==> config.mk <==
export PLATFORM = sky130hd
export DESIGN_NAME = sac_adc_ctrl
export DESIGN_NICKNAME = d
export VERILOG_FILES = /design/src/inc/sac_pkg.sv /design/src/rtl/sac_tick.sv /design/src/rtl/sac_sar.sv /design/src/rtl/sac_adc_ctrl.sv
export SDC_FILE = /design/constraint.sdc
export NUM_CORES = 1
export LEC_CHECK = 0
export ABC_AREA = 0
export ABC_CLOCK_PERIOD_IN_PS = 4700
export BUFFER_PORTS_ARGS = -buffer_cell sky130_fd_sc_hd__buf_2
export CORE_UTILIZATION = 35
export CTS_BUF_LIST = sky130_fd_sc_hd__clkbuf_16
export DETAILED_ROUTE_END_ITERATION = 16
export GPL_TIMING_DRIVEN = 1
export HOLD_SLACK_MARGIN = 0.03
export PLACE_DENSITY_LB_ADDON = 0.15
export SYNTH_ARGS = -nofsm -noshare
export SYNTH_HDL_FRONTEND = slang
export SYNTH_HIERARCHICAL = 1
export SYNTH_SLANG_ARGS = --single-unit
==> constraint.sdc <==
create_clock -name core_clk -period 4.7 [get_ports core_clk]
set_input_delay 1.41 -clock core_clk [delete_from_list [all_inputs] [get_ports core_clk]]
set_output_delay 1.41 -clock core_clk [all_outputs]
set_load 0.01 [all_outputs]
==> src/inc/sac_pkg.sv <==
// Purpose: Shared constants and types for the successive-approximation converter control
// Assumes: APB with 32-bit data, one aligned word per register
// Notes:   Printed offsets not all multiples of four, so they are word indices
package sac_pkg;
	// Register indices; byte address is four times the index
	localparam logic [7:0] IDX_FLAGS   = 8'h0c;
	localparam logic [7:0] IDX_CONTROL = 8'h1f;
	localparam logic [7:0] IDX_ENABLES = 8'h8c;
	localparam logic [7:0] IDX_RESULT  = 8'h1e;
	localparam logic [7:0] IDX_PORTCFG = 8'h9f;
	localparam logic [7:0] IDX_SLEEP   = 8'h40;

	// Control register field positions and done flag bit of the flag and enable registers
	localparam int CLK_SEL_HI  = 7;
	localparam int CLK_SEL_LO  = 6;
	localparam int CHAN_HI     = 5;
	localparam int CHAN_LO     = 3;
	localparam int GO_BIT      = 2;
	localparam int ON_BIT      = 0;
	localparam int DONE_FLAG   = 6;

	// Reset values
	localparam logic [7:0] CONTROL_RST = 8'h00;
	localparam logic [7:0] FLAGS_RST   = 8'h00;
	localparam logic [7:0] ENABLES_RST = 8'h00;
	localparam logic [7:0] PORTCFG_RST = 8'h00;
	localparam logic [7:0] RESULT_RST  = 8'h00;

	// Channel counts of the two variants
	localparam logic [3:0] CHANS_SMALL = 4'h5;
	localparam logic [3:0] CHANS_LARGE = 4'h8;

	// Conversion clock divisors in core cycles
	localparam logic [5:0] DIV_OSC2  = 6'h02;
	localparam logic [5:0] DIV_OSC8  = 6'h08;
	localparam logic [5:0] DIV_OSC32 = 6'h20;
	localparam logic [1:0] SEL_RC    = 2'h3;

	// Nine and a half periods: counted in half periods
	localparam logic [4:0] HALF_PERIODS = 5'h13;
	localparam logic [4:0] HALF_SAMPLE  = 5'h03;

	typedef enum logic [1:0] {SAC_IDLE, SAC_SAMPLE, SAC_CONVERT} sac_state_t;

	typedef struct packed {
		logic [31:0] paddr;
		logic        psel;
		logic        penable;
		logic        pwrite;
		logic [31:0] pwdata;
	} sac_apb_req_t;

	typedef struct packed {
		logic [31:0] prdata;
		logic        pready;
		logic        pslverr;
	} sac_apb_rsp_t;
endpackage

==> src/rtl/sac_tick.sv <==
// Purpose: Half-period tick of the selected conversion clock
// Assumes: rc_tick is a one-cycle pulse from the internal oscillator
// Notes:   Emits one pulse per half bit-conversion period
`timescale 1ns/1ns
module sac_tick (
	// Clock and reset
	input  wire logic       core_clk,
	input  wire logic       reset,
	// Control
	input  wire logic       run,
	input  wire logic [1:0] clk_sel,
	input  wire logic       rc_tick,
	// Output
	output      logic       half_tick
);
	typedef struct packed {
		logic [5:0] count;
		logic       tick;
	} sac_tick_st_t;

	sac_tick_st_t st;
	sac_tick_st_t next_st;
	logic [5:0]   half_div;

	always_comb begin
		next_st = st;
		case (clk_sel)
			2'h0: half_div = sac_pkg::DIV_OSC2 >> 1;
			2'h1: half_div = sac_pkg::DIV_OSC8 >> 1;
			2'h2: half_div = sac_pkg::DIV_OSC32 >> 1;
			default: half_div = 6'h01;
		endcase
		next_st.tick = 1'b0;
		if (!run) begin
			next_st.count = 6'h00;
		end else if (clk_sel == sac_pkg::SEL_RC) begin
			next_st.tick = rc_tick; // see (RULE6)
		end else if (st.count + 6'h01 >= half_div) begin
			next_st.count = 6'h00;
			next_st.tick = 1'b1; // see (RULE5)
		end else begin
			next_st.count = st.count + 6'h01;
		end
	end

	always_ff @(posedge core_clk) begin
		if (reset) begin
			st <= '0;
		end else begin
			st <= next_st;
		end
	end

	assign half_tick = st.tick;
endmodule

==> src/rtl/sac_sar.sv <==
// Purpose: Successive-approximation bit register
// Assumes: comp_hi is high when the held sample is above the trial level
// Notes:   One bit resolved per step, most significant first
`timescale 1ns/1ns
module sac_sar (
	// Clock and reset
	input  wire logic       core_clk,
	input  wire logic       reset,
	// Control
	input  wire logic       clear,
	input  wire logic       step,
	input  wire logic       comp_hi,
	// Trial word
	output      logic [7:0] trial
);
	typedef struct packed {
		logic [7:0] code;
		logic [7:0] mask;
	} sac_sar_st_t;

	sac_sar_st_t st;
	sac_sar_st_t next_st;

	always_comb begin
		next_st = st;
		if (clear) begin
			next_st.code = 8'h80;
			next_st.mask = 8'h80;
		end else if (step && st.mask != 8'h00) begin
			next_st.code = comp_hi ? st.code : (st.code & ~st.mask); // see (RULE2)
			next_st.mask = st.mask >> 1;
			next_st.code = next_st.code | next_st.mask;
		end
	end

	always_ff @(posedge core_clk) begin
		if (reset) begin
			st <= '0;
		end else begin
			st <= next_st;
		end
	end

	assign trial = st.code;
endmodule

==> src/rtl/sac_adc_ctrl.sv <==
// Purpose: Converter control with APB register file, sleep handling and interrupt
// Assumes: APB slave, zero-wait answers, analog comparator outside
// Notes:   Registers sit at four times their printed index
`timescale 1ns/1ns
// Summary of operation
// (RULE1) Sampled input becomes an unsigned 8-bit result word.
// (RULE2) Result found by successive approximation, one bit per step.
// (RULE3) Software picks supply or external reference pin as reference.
// (RULE4) Conversion continues in sleep only with the internal RC clock.
// (RULE5) Clock select 00, 01, 10 give oscillator over 2, 8, 32.
// (RULE6) Clock select 11 picks internal RC oscillator, usable in sleep.
// (RULE7) Channel field value n routes analog channel n to sample-and-hold.
// (RULE8) Writing go bit starts conversion; hardware clears it on finish.
// (RULE9) Clearing go mid-conversion aborts; result register stays unchanged.
// (RULE10) Each conversion lasts nine and a half bit periods.
// (RULE11) Completion in sleep with interrupt enabled raises wake-up.
// (RULE12) Port config register sets pins analog or digital, reference pin option.
// (RULE13) Small variant five channels, large eight; 5 to 7 large only.
// (RULE14) Software keeps done flag and enable clear on converterless parts.
// (RULE15) Control register at index 1Fh, resets zero, bit 1 reads zero.
// (RULE16) Converter off: engine idle, no current, start requests ignored.
module sac_adc_ctrl #(
	parameter bit LARGE_VARIANT = 1'b1
) (
	// Clock and reset
	input  wire logic                 core_clk,
	input  wire logic                 reset,
	// APB
	input  wire sac_pkg::sac_apb_req_t apb_req,
	output      sac_pkg::sac_apb_rsp_t apb_rsp,
	// Processor and analog side
	input  wire logic                 cpu_sleep,
	input  wire logic                 rc_tick,
	input  wire logic                 comp_hi,
	output      logic [2:0]           chan_sel,
	output      logic                 ref_ext,
	output      logic [7:0]           analog_pins,
	output      logic [7:0]           dac_code,
	output      logic                 sample_en,
	output      logic                 analog_power,
	// Events
	output      logic                 irq,
	output      logic                 wake
);
	typedef struct packed {
		sac_pkg::sac_apb_rsp_t rsp;
		logic [7:0]            control;
		logic [7:0]            flags;
		logic [7:0]            enables;
		logic [7:0]            result;
		logic [7:0]            portcfg;
		sac_pkg::sac_state_t   state;
		logic [4:0]            halves;
		logic                  irq;
		logic                  wake;
		logic [2:0]            chan;
		logic                  ref_ext;
		logic [7:0]            pins;
		logic                  sample;
		logic                  power;
		logic [7:0]            dac;
	} sac_st_t;

	sac_st_t    st;
	sac_st_t    next_st;
	logic       half_tick;
	logic [7:0] trial;
	logic       run;
	logic       sar_clear;
	logic       sar_step;
	logic       access;
	logic       setup;
	logic       wr;
	logic       rd;
	logic [7:0] idx;
	logic [7:0] wdata;
	logic [7:0] rdata;
	logic       hit;
	logic       rc_sel;
	logic       go_new;
	logic       finish;
	logic       abort;
	logic [3:0] nchan;

	assign run = (st.state != sac_pkg::SAC_IDLE);
	assign rc_sel = (st.control[sac_pkg::CLK_SEL_HI:sac_pkg::CLK_SEL_LO] == sac_pkg::SEL_RC);

	sac_tick u_tick (
		.core_clk  (core_clk),
		.reset     (reset),
		.run       (run),
		.clk_sel   (st.control[sac_pkg::CLK_SEL_HI:sac_pkg::CLK_SEL_LO]),
		.rc_tick   (rc_tick),
		.half_tick (half_tick)
	);

	sac_sar u_sar (
		.core_clk (core_clk),
		.reset    (reset),
		.clear    (sar_clear),
		.step     (sar_step),
		.comp_hi  (comp_hi),
		.trial    (trial)
	);

	always_comb begin
		next_st = st;
		access = apb_req.psel && apb_req.penable;
		setup = apb_req.psel && !apb_req.penable;
		wr = access && apb_req.pwrite;
		rd = access && !apb_req.pwrite;
		idx = apb_req.paddr[9:2];
		wdata = apb_req.pwdata[7:0];
		nchan = LARGE_VARIANT ? sac_pkg::CHANS_LARGE : sac_pkg::CHANS_SMALL; // see (RULE13)
		hit = 1'b1;
		rdata = 8'h00;
		sar_clear = 1'b0;
		sar_step = 1'b0;
		go_new = 1'b0;
		finish = 1'b0;
		abort = 1'b0;

		// Address decode
		if (apb_req.paddr[1:0] != 2'h0 || apb_req.paddr[31:10] != 22'h0) begin
			hit = 1'b0;
		end else if (idx == sac_pkg::IDX_FLAGS) begin
			rdata = st.flags;
		end else if (idx == sac_pkg::IDX_CONTROL) begin
			rdata = st.control & 8'hfd; // see (RULE15)
		end else if (idx == sac_pkg::IDX_ENABLES) begin
			rdata = st.enables;
		end else if (idx == sac_pkg::IDX_RESULT) begin
			rdata = st.result;
		end else if (idx == sac_pkg::IDX_PORTCFG) begin
			rdata = st.portcfg;
		end else begin
			hit = 1'b0;
		end

		// Answer loaded in the setup cycle so it stands through the access phase
		next_st.rsp.pready = 1'b1;
		if (setup) begin
			next_st.rsp.prdata = {24'h000000, rdata};
			next_st.rsp.pslverr = !hit;
		end else if (!access) begin
			next_st.rsp.pslverr = 1'b0;
		end

		// Register writes
		if (wr && hit) begin
			if (idx == sac_pkg::IDX_CONTROL) begin
				next_st.control = wdata & 8'hfd; // see (RULE15)
				go_new = wdata[sac_pkg::GO_BIT] && !st.control[sac_pkg::GO_BIT];
				if (!wdata[sac_pkg::ON_BIT]) begin
					next_st.control[sac_pkg::GO_BIT] = 1'b0; // see (RULE16)
				end
			end else if (idx == sac_pkg::IDX_ENABLES) begin
				next_st.enables = wdata;
			end else if (idx == sac_pkg::IDX_RESULT) begin
				next_st.result = wdata;
			end else if (idx == sac_pkg::IDX_PORTCFG) begin
				next_st.portcfg = wdata; // see (RULE12)
			end
		end

		// Read of the flag register clears only the bits it reported
		if (rd && hit && idx == sac_pkg::IDX_FLAGS) begin
			next_st.flags = st.flags & ~st.rsp.prdata[7:0];
		end

		// Conversion engine
		abort = run && (!next_st.control[sac_pkg::GO_BIT] || (cpu_sleep && !rc_sel)); // see (RULE9)
		if (abort && cpu_sleep && !rc_sel) begin
			next_st.control[sac_pkg::GO_BIT] = 1'b0; // see (RULE4)
		end
		case (st.state)
			sac_pkg::SAC_IDLE: begin
				if (go_new && st.control[sac_pkg::ON_BIT] && next_st.control[sac_pkg::ON_BIT]) begin
					next_st.state = sac_pkg::SAC_SAMPLE; // see (RULE8)
					next_st.halves = 5'h00;
					sar_clear = 1'b1;
				end else if (go_new) begin
					next_st.control[sac_pkg::GO_BIT] = 1'b0; // see (RULE16)
				end
			end
			sac_pkg::SAC_SAMPLE: begin
				if (abort) begin
					next_st.state = sac_pkg::SAC_IDLE;
				end else if (half_tick) begin
					next_st.halves = st.halves + 5'h01;
					if (st.halves + 5'h01 == sac_pkg::HALF_SAMPLE) begin
						next_st.state = sac_pkg::SAC_CONVERT;
					end
				end
			end
			sac_pkg::SAC_CONVERT: begin
				if (abort) begin
					next_st.state = sac_pkg::SAC_IDLE; // see (RULE9)
				end else if (half_tick) begin
					next_st.halves = st.halves + 5'h01;
					sar_step = st.halves[0]; // see (RULE2)
					if (st.halves + 5'h01 == sac_pkg::HALF_PERIODS) begin // see (RULE10)
						finish = 1'b1;
					end
				end
			end
			default: next_st.state = sac_pkg::SAC_IDLE;
		endcase

		if (finish) begin
			next_st.state = sac_pkg::SAC_IDLE;
			next_st.result = trial; // see (RULE1)
			next_st.control[sac_pkg::GO_BIT] = 1'b0; // see (RULE8)
			next_st.flags[sac_pkg::DONE_FLAG] = 1'b1; // set wins over read clear
			next_st.wake = cpu_sleep && st.enables[sac_pkg::DONE_FLAG]; // see (RULE11)
		end
		if (!cpu_sleep) begin
			next_st.wake = 1'b0;
		end

		next_st.irq = |(next_st.flags & next_st.enables);
		next_st.chan = next_st.control[sac_pkg::CHAN_HI:sac_pkg::CHAN_LO]; // see (RULE7)
		if ({1'b0, next_st.chan} >= nchan) begin
			next_st.chan = 3'h0; // see (RULE13)
		end
		next_st.ref_ext = next_st.portcfg[0]; // see (RULE3)
		next_st.pins = ~next_st.portcfg;
		if (!LARGE_VARIANT) begin
			next_st.pins[7:5] = 3'h0;
		end
		// Sleep without RC clock, or engine idle while asleep (with or without wake): module off
		next_st.power = next_st.control[sac_pkg::ON_BIT]
			&& !(cpu_sleep && (!rc_sel || next_st.state == sac_pkg::SAC_IDLE)); // see (RULE4)
		// Sample switch only closes while powered
		next_st.sample = (next_st.state != sac_pkg::SAC_CONVERT) && next_st.power; // see (RULE16)
		next_st.dac = sar_clear ? 8'h80 : trial;
	end

	always_ff @(posedge core_clk) begin
		if (reset) begin
			st <= '0;
			st.control <= sac_pkg::CONTROL_RST;
			st.flags <= sac_pkg::FLAGS_RST;
			st.enables <= sac_pkg::ENABLES_RST;
			st.result <= sac_pkg::RESULT_RST;
			st.portcfg <= sac_pkg::PORTCFG_RST;
			st.state <= sac_pkg::SAC_IDLE;
			st.pins <= 8'hff;
		end else begin
			st <= next_st;
		end
	end

	assign apb_rsp = st.rsp;
	assign irq = st.irq;
	assign wake = st.wake;
	assign chan_sel = st.chan;
	assign ref_ext = st.ref_ext;
	assign analog_pins = st.pins;
	assign dac_code = st.dac;
	assign sample_en = st.sample;
	assign analog_power = st.power;
endmodule

==> impl_metrics.toml, run 1 <==
[setup_path]
r2r_slack_ns = 1.72
critical_path_class = "input pin to flip-flop"
crit_chain = "buf_2, nand4bb_4, or3_4, or4_4, a211oi_2, or4_1, mux2_4, and3_1"
worst_r2r_endpoint = "st[27]$_SDFFE_PP0P_"
r2r-start = "st[29]$_SDFF_PP0_"
worstRegToRegCells = 10
timing.critical_path.buf_inv = 1
startpoint_type = "input pin"
critPathRequiredTime_ns = 4.95
critPathCaptureType = "flip-flop"
critPathMaxStageDelay_ns = 0.64
slowest_stage = "or4_4"
cp.depth = 8
crit_fanout = 11
crit_family = "simple AND/OR/NAND/NOR gates"
cp.arrival_ns = 4.14

[power]
irDropWorstVdd_mv = 0.159
power_uw = 1670
combinationalPowerShare_pct = 4.2
p_seq_share_pct = 50.4
p_clk_share_pct = 45.5
p_sw_share_pct = 23.2
leakage_uw = 0.00243
power_density_nw_per_um2 = 296
p_int_uw = 1280
p_sw_uw = 386

[floorplanning]
chipHeight_um = 123
initial_core_util_pct = 36.3
dieArea_sq_um = 15100
rows = 43
coreArea_sq_um = 14000
ios = 130
die_w_um = 123

[timing]
setup_viol = 0
slew_viol_final = 0
fin_tns_setup_ns = 0
fin_crit_ns = 3.89
maxSlewHeadroom_pct = 52.7
report.final.hold_viol_count = 0
period_share_pct = 82.8
fmax_mhz = 257
rsz0062_at_grt = "no"
fin_skew_ns = 0.00709
fin_hold_ws_ns = 0.457
worst_slew_pin_slew_ns = 0.708

[synthesis]
synth-edff-count = 0
synth_warnings = 6
synth.distinct_cells = 69
syn_inst = 549
syn_area_sq_um = 5100
ys.flop_type = "dfxtp_1"
yosys_register_bits = 99
seq_area_frac_synth_pct = 38.8
synthArstFlopShare_pct = 0
avgSynthCellArea_sq_um = 9.30

[cts]
cts.sinks = 99
cts_resized = 0
clkSlewWorstSetupHoldPaths_ns = 0.07
clk_path_buf_depth = 2
hold_buffers = 0
numCtsBuffers = 9
cts_tree = "yes"
clock_latency_ns = 0.35
htree_levels = 3
cts_root_buffer = "clkbuf_16"
post-cts-setup-buffer-count = 0

[route]
initialDrtViolationCount = 157
drt_first_pass_iters = 4
wl_um = 11500
route.vias.total = 3810
wl_per_cell_um = 14.7
drc = 0
ant_nets = 0
avgViaCountPerCell = 4.89

[final_layout]
layout.nets = 679
drive_gt1_share_pct = 24.4
antenna_cells = 0
fillerInstances = 1438
synthToLayoutAreaGrowth_pct = 10.4
fin_area_sq_um = 5640

[placed_design]
placed_area_sq_um = 5340
gp_congestion = 0.796
dp_hpwl_um = 8460
numPortBuffers = 81

[worst_hold_path]
hold_start = "u_sar/st[0]$_SDFFE_PP0P_"
hold_path_end = "u_sar/trial[0]$_SDFFE_PP0P_"
min_path_type = "flip-flop to flip-flop"
holdPathStages = 1

[grt]
antenna_found_initial = 0
grt_pass1_wl_um = 18400
grt-ovfl-total = 0
grt.total_usage_pct = 16.0
grt_pass1_vias = 3542
grt_max_degree = 47

[flow_run]
cap_violations = 0

[outcome]
status = "completed"
## worst register-to-register path: stages (launching register included)
cell	delay, ns
dfxtp_1	0.36
inv_1	0.11
ha_1	0.33
inv_1	0.11
or4_1	0.58
nor4_4	0.15
buf_4	0.21
o22ai_1	0.10
or2_1	0.32
or4_1	0.49
a21oi_1	0.15
## per-layer routing
metal / track usage (%) / wire, um
met1: 21.8 / 5640
met2: 24.7 / 5100
met3: 3.07 / 585
met4: 6.63 / 156
met5: 0 / 0
## through the flow
step / std cells / utilization [%] / setup WS (ns)
floorplan: 572 / - / 0.997
global placement: 763 / 38.0 / 0.419
detailed placement: 763 / 38.0 / 0.413
CTS: 779 / 40.1 / 0.788
global route: 779 / 40.1 / 0.655
finish: 779 / 40.1 / 0.806
## worst max-delay path by stage
stage	from	endpoint	slack, ns
floorplan	apb_req[43]	wake$_SDFFE_PP0P_	1.0
global placement	apb_req[43]	irq$_SDFF_PP0_	0.42
detailed placement	apb_req[43]	irq$_SDFF_PP0_	0.41
CTS	apb_req[43]	irq$_SDFF_PP0_	0.79
global route	apb_req[43]	u_sar/trial[1]$_SDFFE_PP0P_	0.65
finish	apb_req[43]	wake$_SDFFE_PP0P_	0.81
## placed cells by master (no fill, tap or decap), drive strengths merged, types with 9 or more instances in the layout
master,synthesis,final
buf,72,94
and2,15,15
nor4,11,11
a22oi,9,9
ha,13,13
nand2b,16,16
or2,11,11
nand3,9,9
nor2,47,47
mux2i,29,29
inv,27,30
a21oi,44,44
conb,1,24
clkbuf,11,9
a211oi,9,9
nand2,29,29
dfxtp,99,99
## cell families after synthesis
group	share of synthesized area, %
adders and majority gates	3.19
xor gates and xnor gates	0.687
and+or+nand+nor	21.1
buffers and inverters	13.8
AOI/OAI and AO/OA	15.7
other	0.0735
DFF	38.8
muxes	6.64
## power by group through the flow
stage	registers [uW]	logic, uW	clock network, uW
6_report	839	69.6	758
5_1_grt	839	77.7	821
4_1_cts	839	70.1	783
3_5_place_dp	859	70.0	0
3_3_place_gp	859	68.9	0
2_1_floorplan	859	48.8	0
## state kept, by name, indices dropped and copies added, names as in the netlist, named ones only
| signal | count |
|---|---|
| sample_en | 1 |
| analog_pins | 8 |
| u_tick/half_tick | 1 |
| u_sar/trial | 8 |
| analog_power | 1 |
| irq | 1 |
| u_tick/st | 6 |
| wake | 1 |
| apb_rsp | 10 |
| st | 43 |
| dac_code | 8 |
| u_sar/st | 8 |
## layout make-up
cell class | count | area (sq um) | area share, %
clock buffers | 9 | 225 | 4.00
clock inverters | 7 | 75.1 | 1.33
inverters | 27 | 101 | 1.80
multi-input cells | 363 | 2510 | 44.6
flip-flops and latches | 99 | 1980 | 35.2
well taps | 180 | 225 | 4.00
repair buffers | 94 | 515 | 9.15
## Yosys cell counts, drive strengths merged, types with 13 or more instances
| cell | n | area (sq um) |
|---|---|---|
| dfxtp | 99 | 1980 |
| buf | 72 | 559 |
| nor2 | 47 | 176 |
| a21oi | 44 | 220 |
| mux2i | 29 | 290 |
| nand2 | 29 | 109 |
| inv | 27 | 101 |
| nand2b | 16 | 100 |
| and2 | 15 | 93.8 |
| ha | 13 | 163 |
No activity file was read; power rests on OpenSTA's default activity.
==> run 2, diff against run 1 <==
--- a/config.mk
+++ b/config.mk
@@ -6,7 +6,7 @@
 export NUM_CORES = 1
 export LEC_CHECK = 0
 export ABC_AREA = 0
-export ABC_CLOCK_PERIOD_IN_PS = 4700
+export ABC_CLOCK_PERIOD_IN_PS = 3850
 export BUFFER_PORTS_ARGS = -buffer_cell sky130_fd_sc_hd__buf_2
 export CORE_UTILIZATION = 35
 export CTS_BUF_LIST = sky130_fd_sc_hd__clkbuf_16
==> constraint.sdc (replaced) <==
create_clock -name core_clk -period 3.85 [get_ports core_clk]
set_input_delay 1.155 -clock core_clk [delete_from_list [all_inputs] [get_ports core_clk]]
set_output_delay 1.155 -clock core_clk [all_outputs]
set_load 0.01 [all_outputs]
==> impl_metrics.toml, run 2 (same netlist as run 1, synthesis figures left out) <==
[power]
leakage_uw = 0.00243
irDropWorstVdd_mv = 0.223
power_uw = 1950
power_density_nw_per_um2 = 348

[cts]
cts.sinks = 99
cts_tree = "yes"
numCtsBuffers = 9
post-cts-setup-buffer-count = 0
cts_resized = 0
clock_latency_ns = 0.35
hold_buffers = 0
clk_path_buf_depth = 2
cts_root_buffer = "clkbuf_16"
clkSlewWorstSetupHoldPaths_ns = 0.07
htree_levels = 3

[timing]
fin_hold_ws_ns = 0.451
fin_crit_ns = 3.34
fmax_mhz = 299
setup_viol = 0
rsz0062_at_grt = "no"
report.final.hold_viol_count = 0
period_share_pct = 86.8
fin_tns_setup_ns = 0
maxSlewHeadroom_pct = 55.4
fin_skew_ns = 0.00818
worst_slew_pin_slew_ns = 0.667
slew_viol_final = 0

[setup_path]
cp.arrival_ns = 3.61
crit_fanout = 6
worst_r2r_endpoint = "st[26]$_SDFFE_PP0P_"
critical_path_class = "input pin to flip-flop"
startpoint_type = "input pin"
critPathCaptureType = "flip-flop"
r2r-start = "st[30]$_SDFF_PP0_"
r2r_slack_ns = 0.99
critPathRequiredTime_ns = 4.11
worstRegToRegCells = 9

[route]
drt_first_pass_iters = 5
wl_um = 11600
wl_per_cell_um = 14.8
avgViaCountPerCell = 4.96
drc = 0
ant_nets = 0
initialDrtViolationCount = 201
route.vias.total = 3877

[placed_design]
place_inst = 767
dp_hpwl_um = 8590
numPortBuffers = 81
gp_congestion = 0.793
placed_area_sq_um = 5350

[grt]
grt_pass1_vias = 3612
grt.total_usage_pct = 16.0
grt-ovfl-total = 0
grt_max_degree = 45
antenna_found_initial = 0
grt_pass1_wl_um = 18300

[final_layout]
antenna_cells = 0
multiInputGateArea_sq_um = 2510
synthToLayoutAreaGrowth_pct = 10.1
fillerInstances = 1427
layout_common_cells = "dfxtp_1 (99), buf_2 (81), nor2_1 (47)"
final-seq-area_sq_um = 1980
layout_commonest_cell = "dfxtp_1"
fin_area_sq_um = 5620
drive_gt1_share_pct = 24.8
stdcell_count = 782
largest_register = "st"
layout.nets = 683
largest_register_ffs = 43

[floorplanning]
coreArea_sq_um = 14000
initial_core_util_pct = 36.3
die_w_um = 123
dieArea_sq_um = 15100
chipHeight_um = 123
rows = 43
ios = 130

[flow_run]
cap_violations = 0

[outcome]
status = "completed"

[worst_hold_path]
hold_start = "st[56]$_SDFF_PP0_"
holdPathStages = 2
hold_path_end = "st[56]$_SDFF_PP0_"
min_path_type = "flip-flop to flip-flop"
-- run 2: layout make-up --
type,count,share of cell area (%)
well taps,180,4.01
flip-flops and latches,99,35.3
inverters,27,1.80
clock inverters,6,0.713
multi-input cells,363,44.7
clock buffers,9,4.01
repair buffers,98,9.49
-- run 2: report_power, final --
| group | switching (uW) | internal (uW) |
|---|---|---|
| clock network | 407 | 436 |
| logic | 57.3 | 28.8 |
| registers | 0.285 | 1020 |
| total | 464 | 1490 |
-- run 2: worst max-delay path by stage --
stage	from	to
after floorplan	apb_req[43]	wake$_SDFFE_PP0P_
after global placement	apb_req[55]	irq$_SDFF_PP0_
after detailed placement	apb_req[36]	irq$_SDFF_PP0_
after CTS	apb_req[36]	irq$_SDFF_PP0_
after global routing	apb_req[36]	st[41]$_SDFFE_PP0P_
final	apb_req[43]	irq$_SDFF_PP0_
-- run 2: critical path, stage by stage --
cell and delay (ns):
buf_2 0.11, nand4bb_4 0.24, or3_4 0.42, nor4_4 0.28, a211oi_2 0.09, or4_1 0.70
buf_4 0.22, a21o_1 0.16, a41oi_1 0.25
-- run 2: routing by layer --
metal	GRT usage, %	share of wire [%]	vias to the layer above
met5	0	0	-
li1	-	-	1955
met2	25.2	45	94
met4	6.86	1.7	0
met1	21.2	48	1814
met3	2.88	5.1	14
-- run 2: stage by stage --
step | setup WS, ns | util (%)
final | 0.508 | 40.0
after global routing | 0.368 | 40.0
after CTS | 0.496 | 40.0
after detailed placement | 0.122 | 38.1
after global placement | 0.152 | 38.1
after floorplan | 0.402 | -
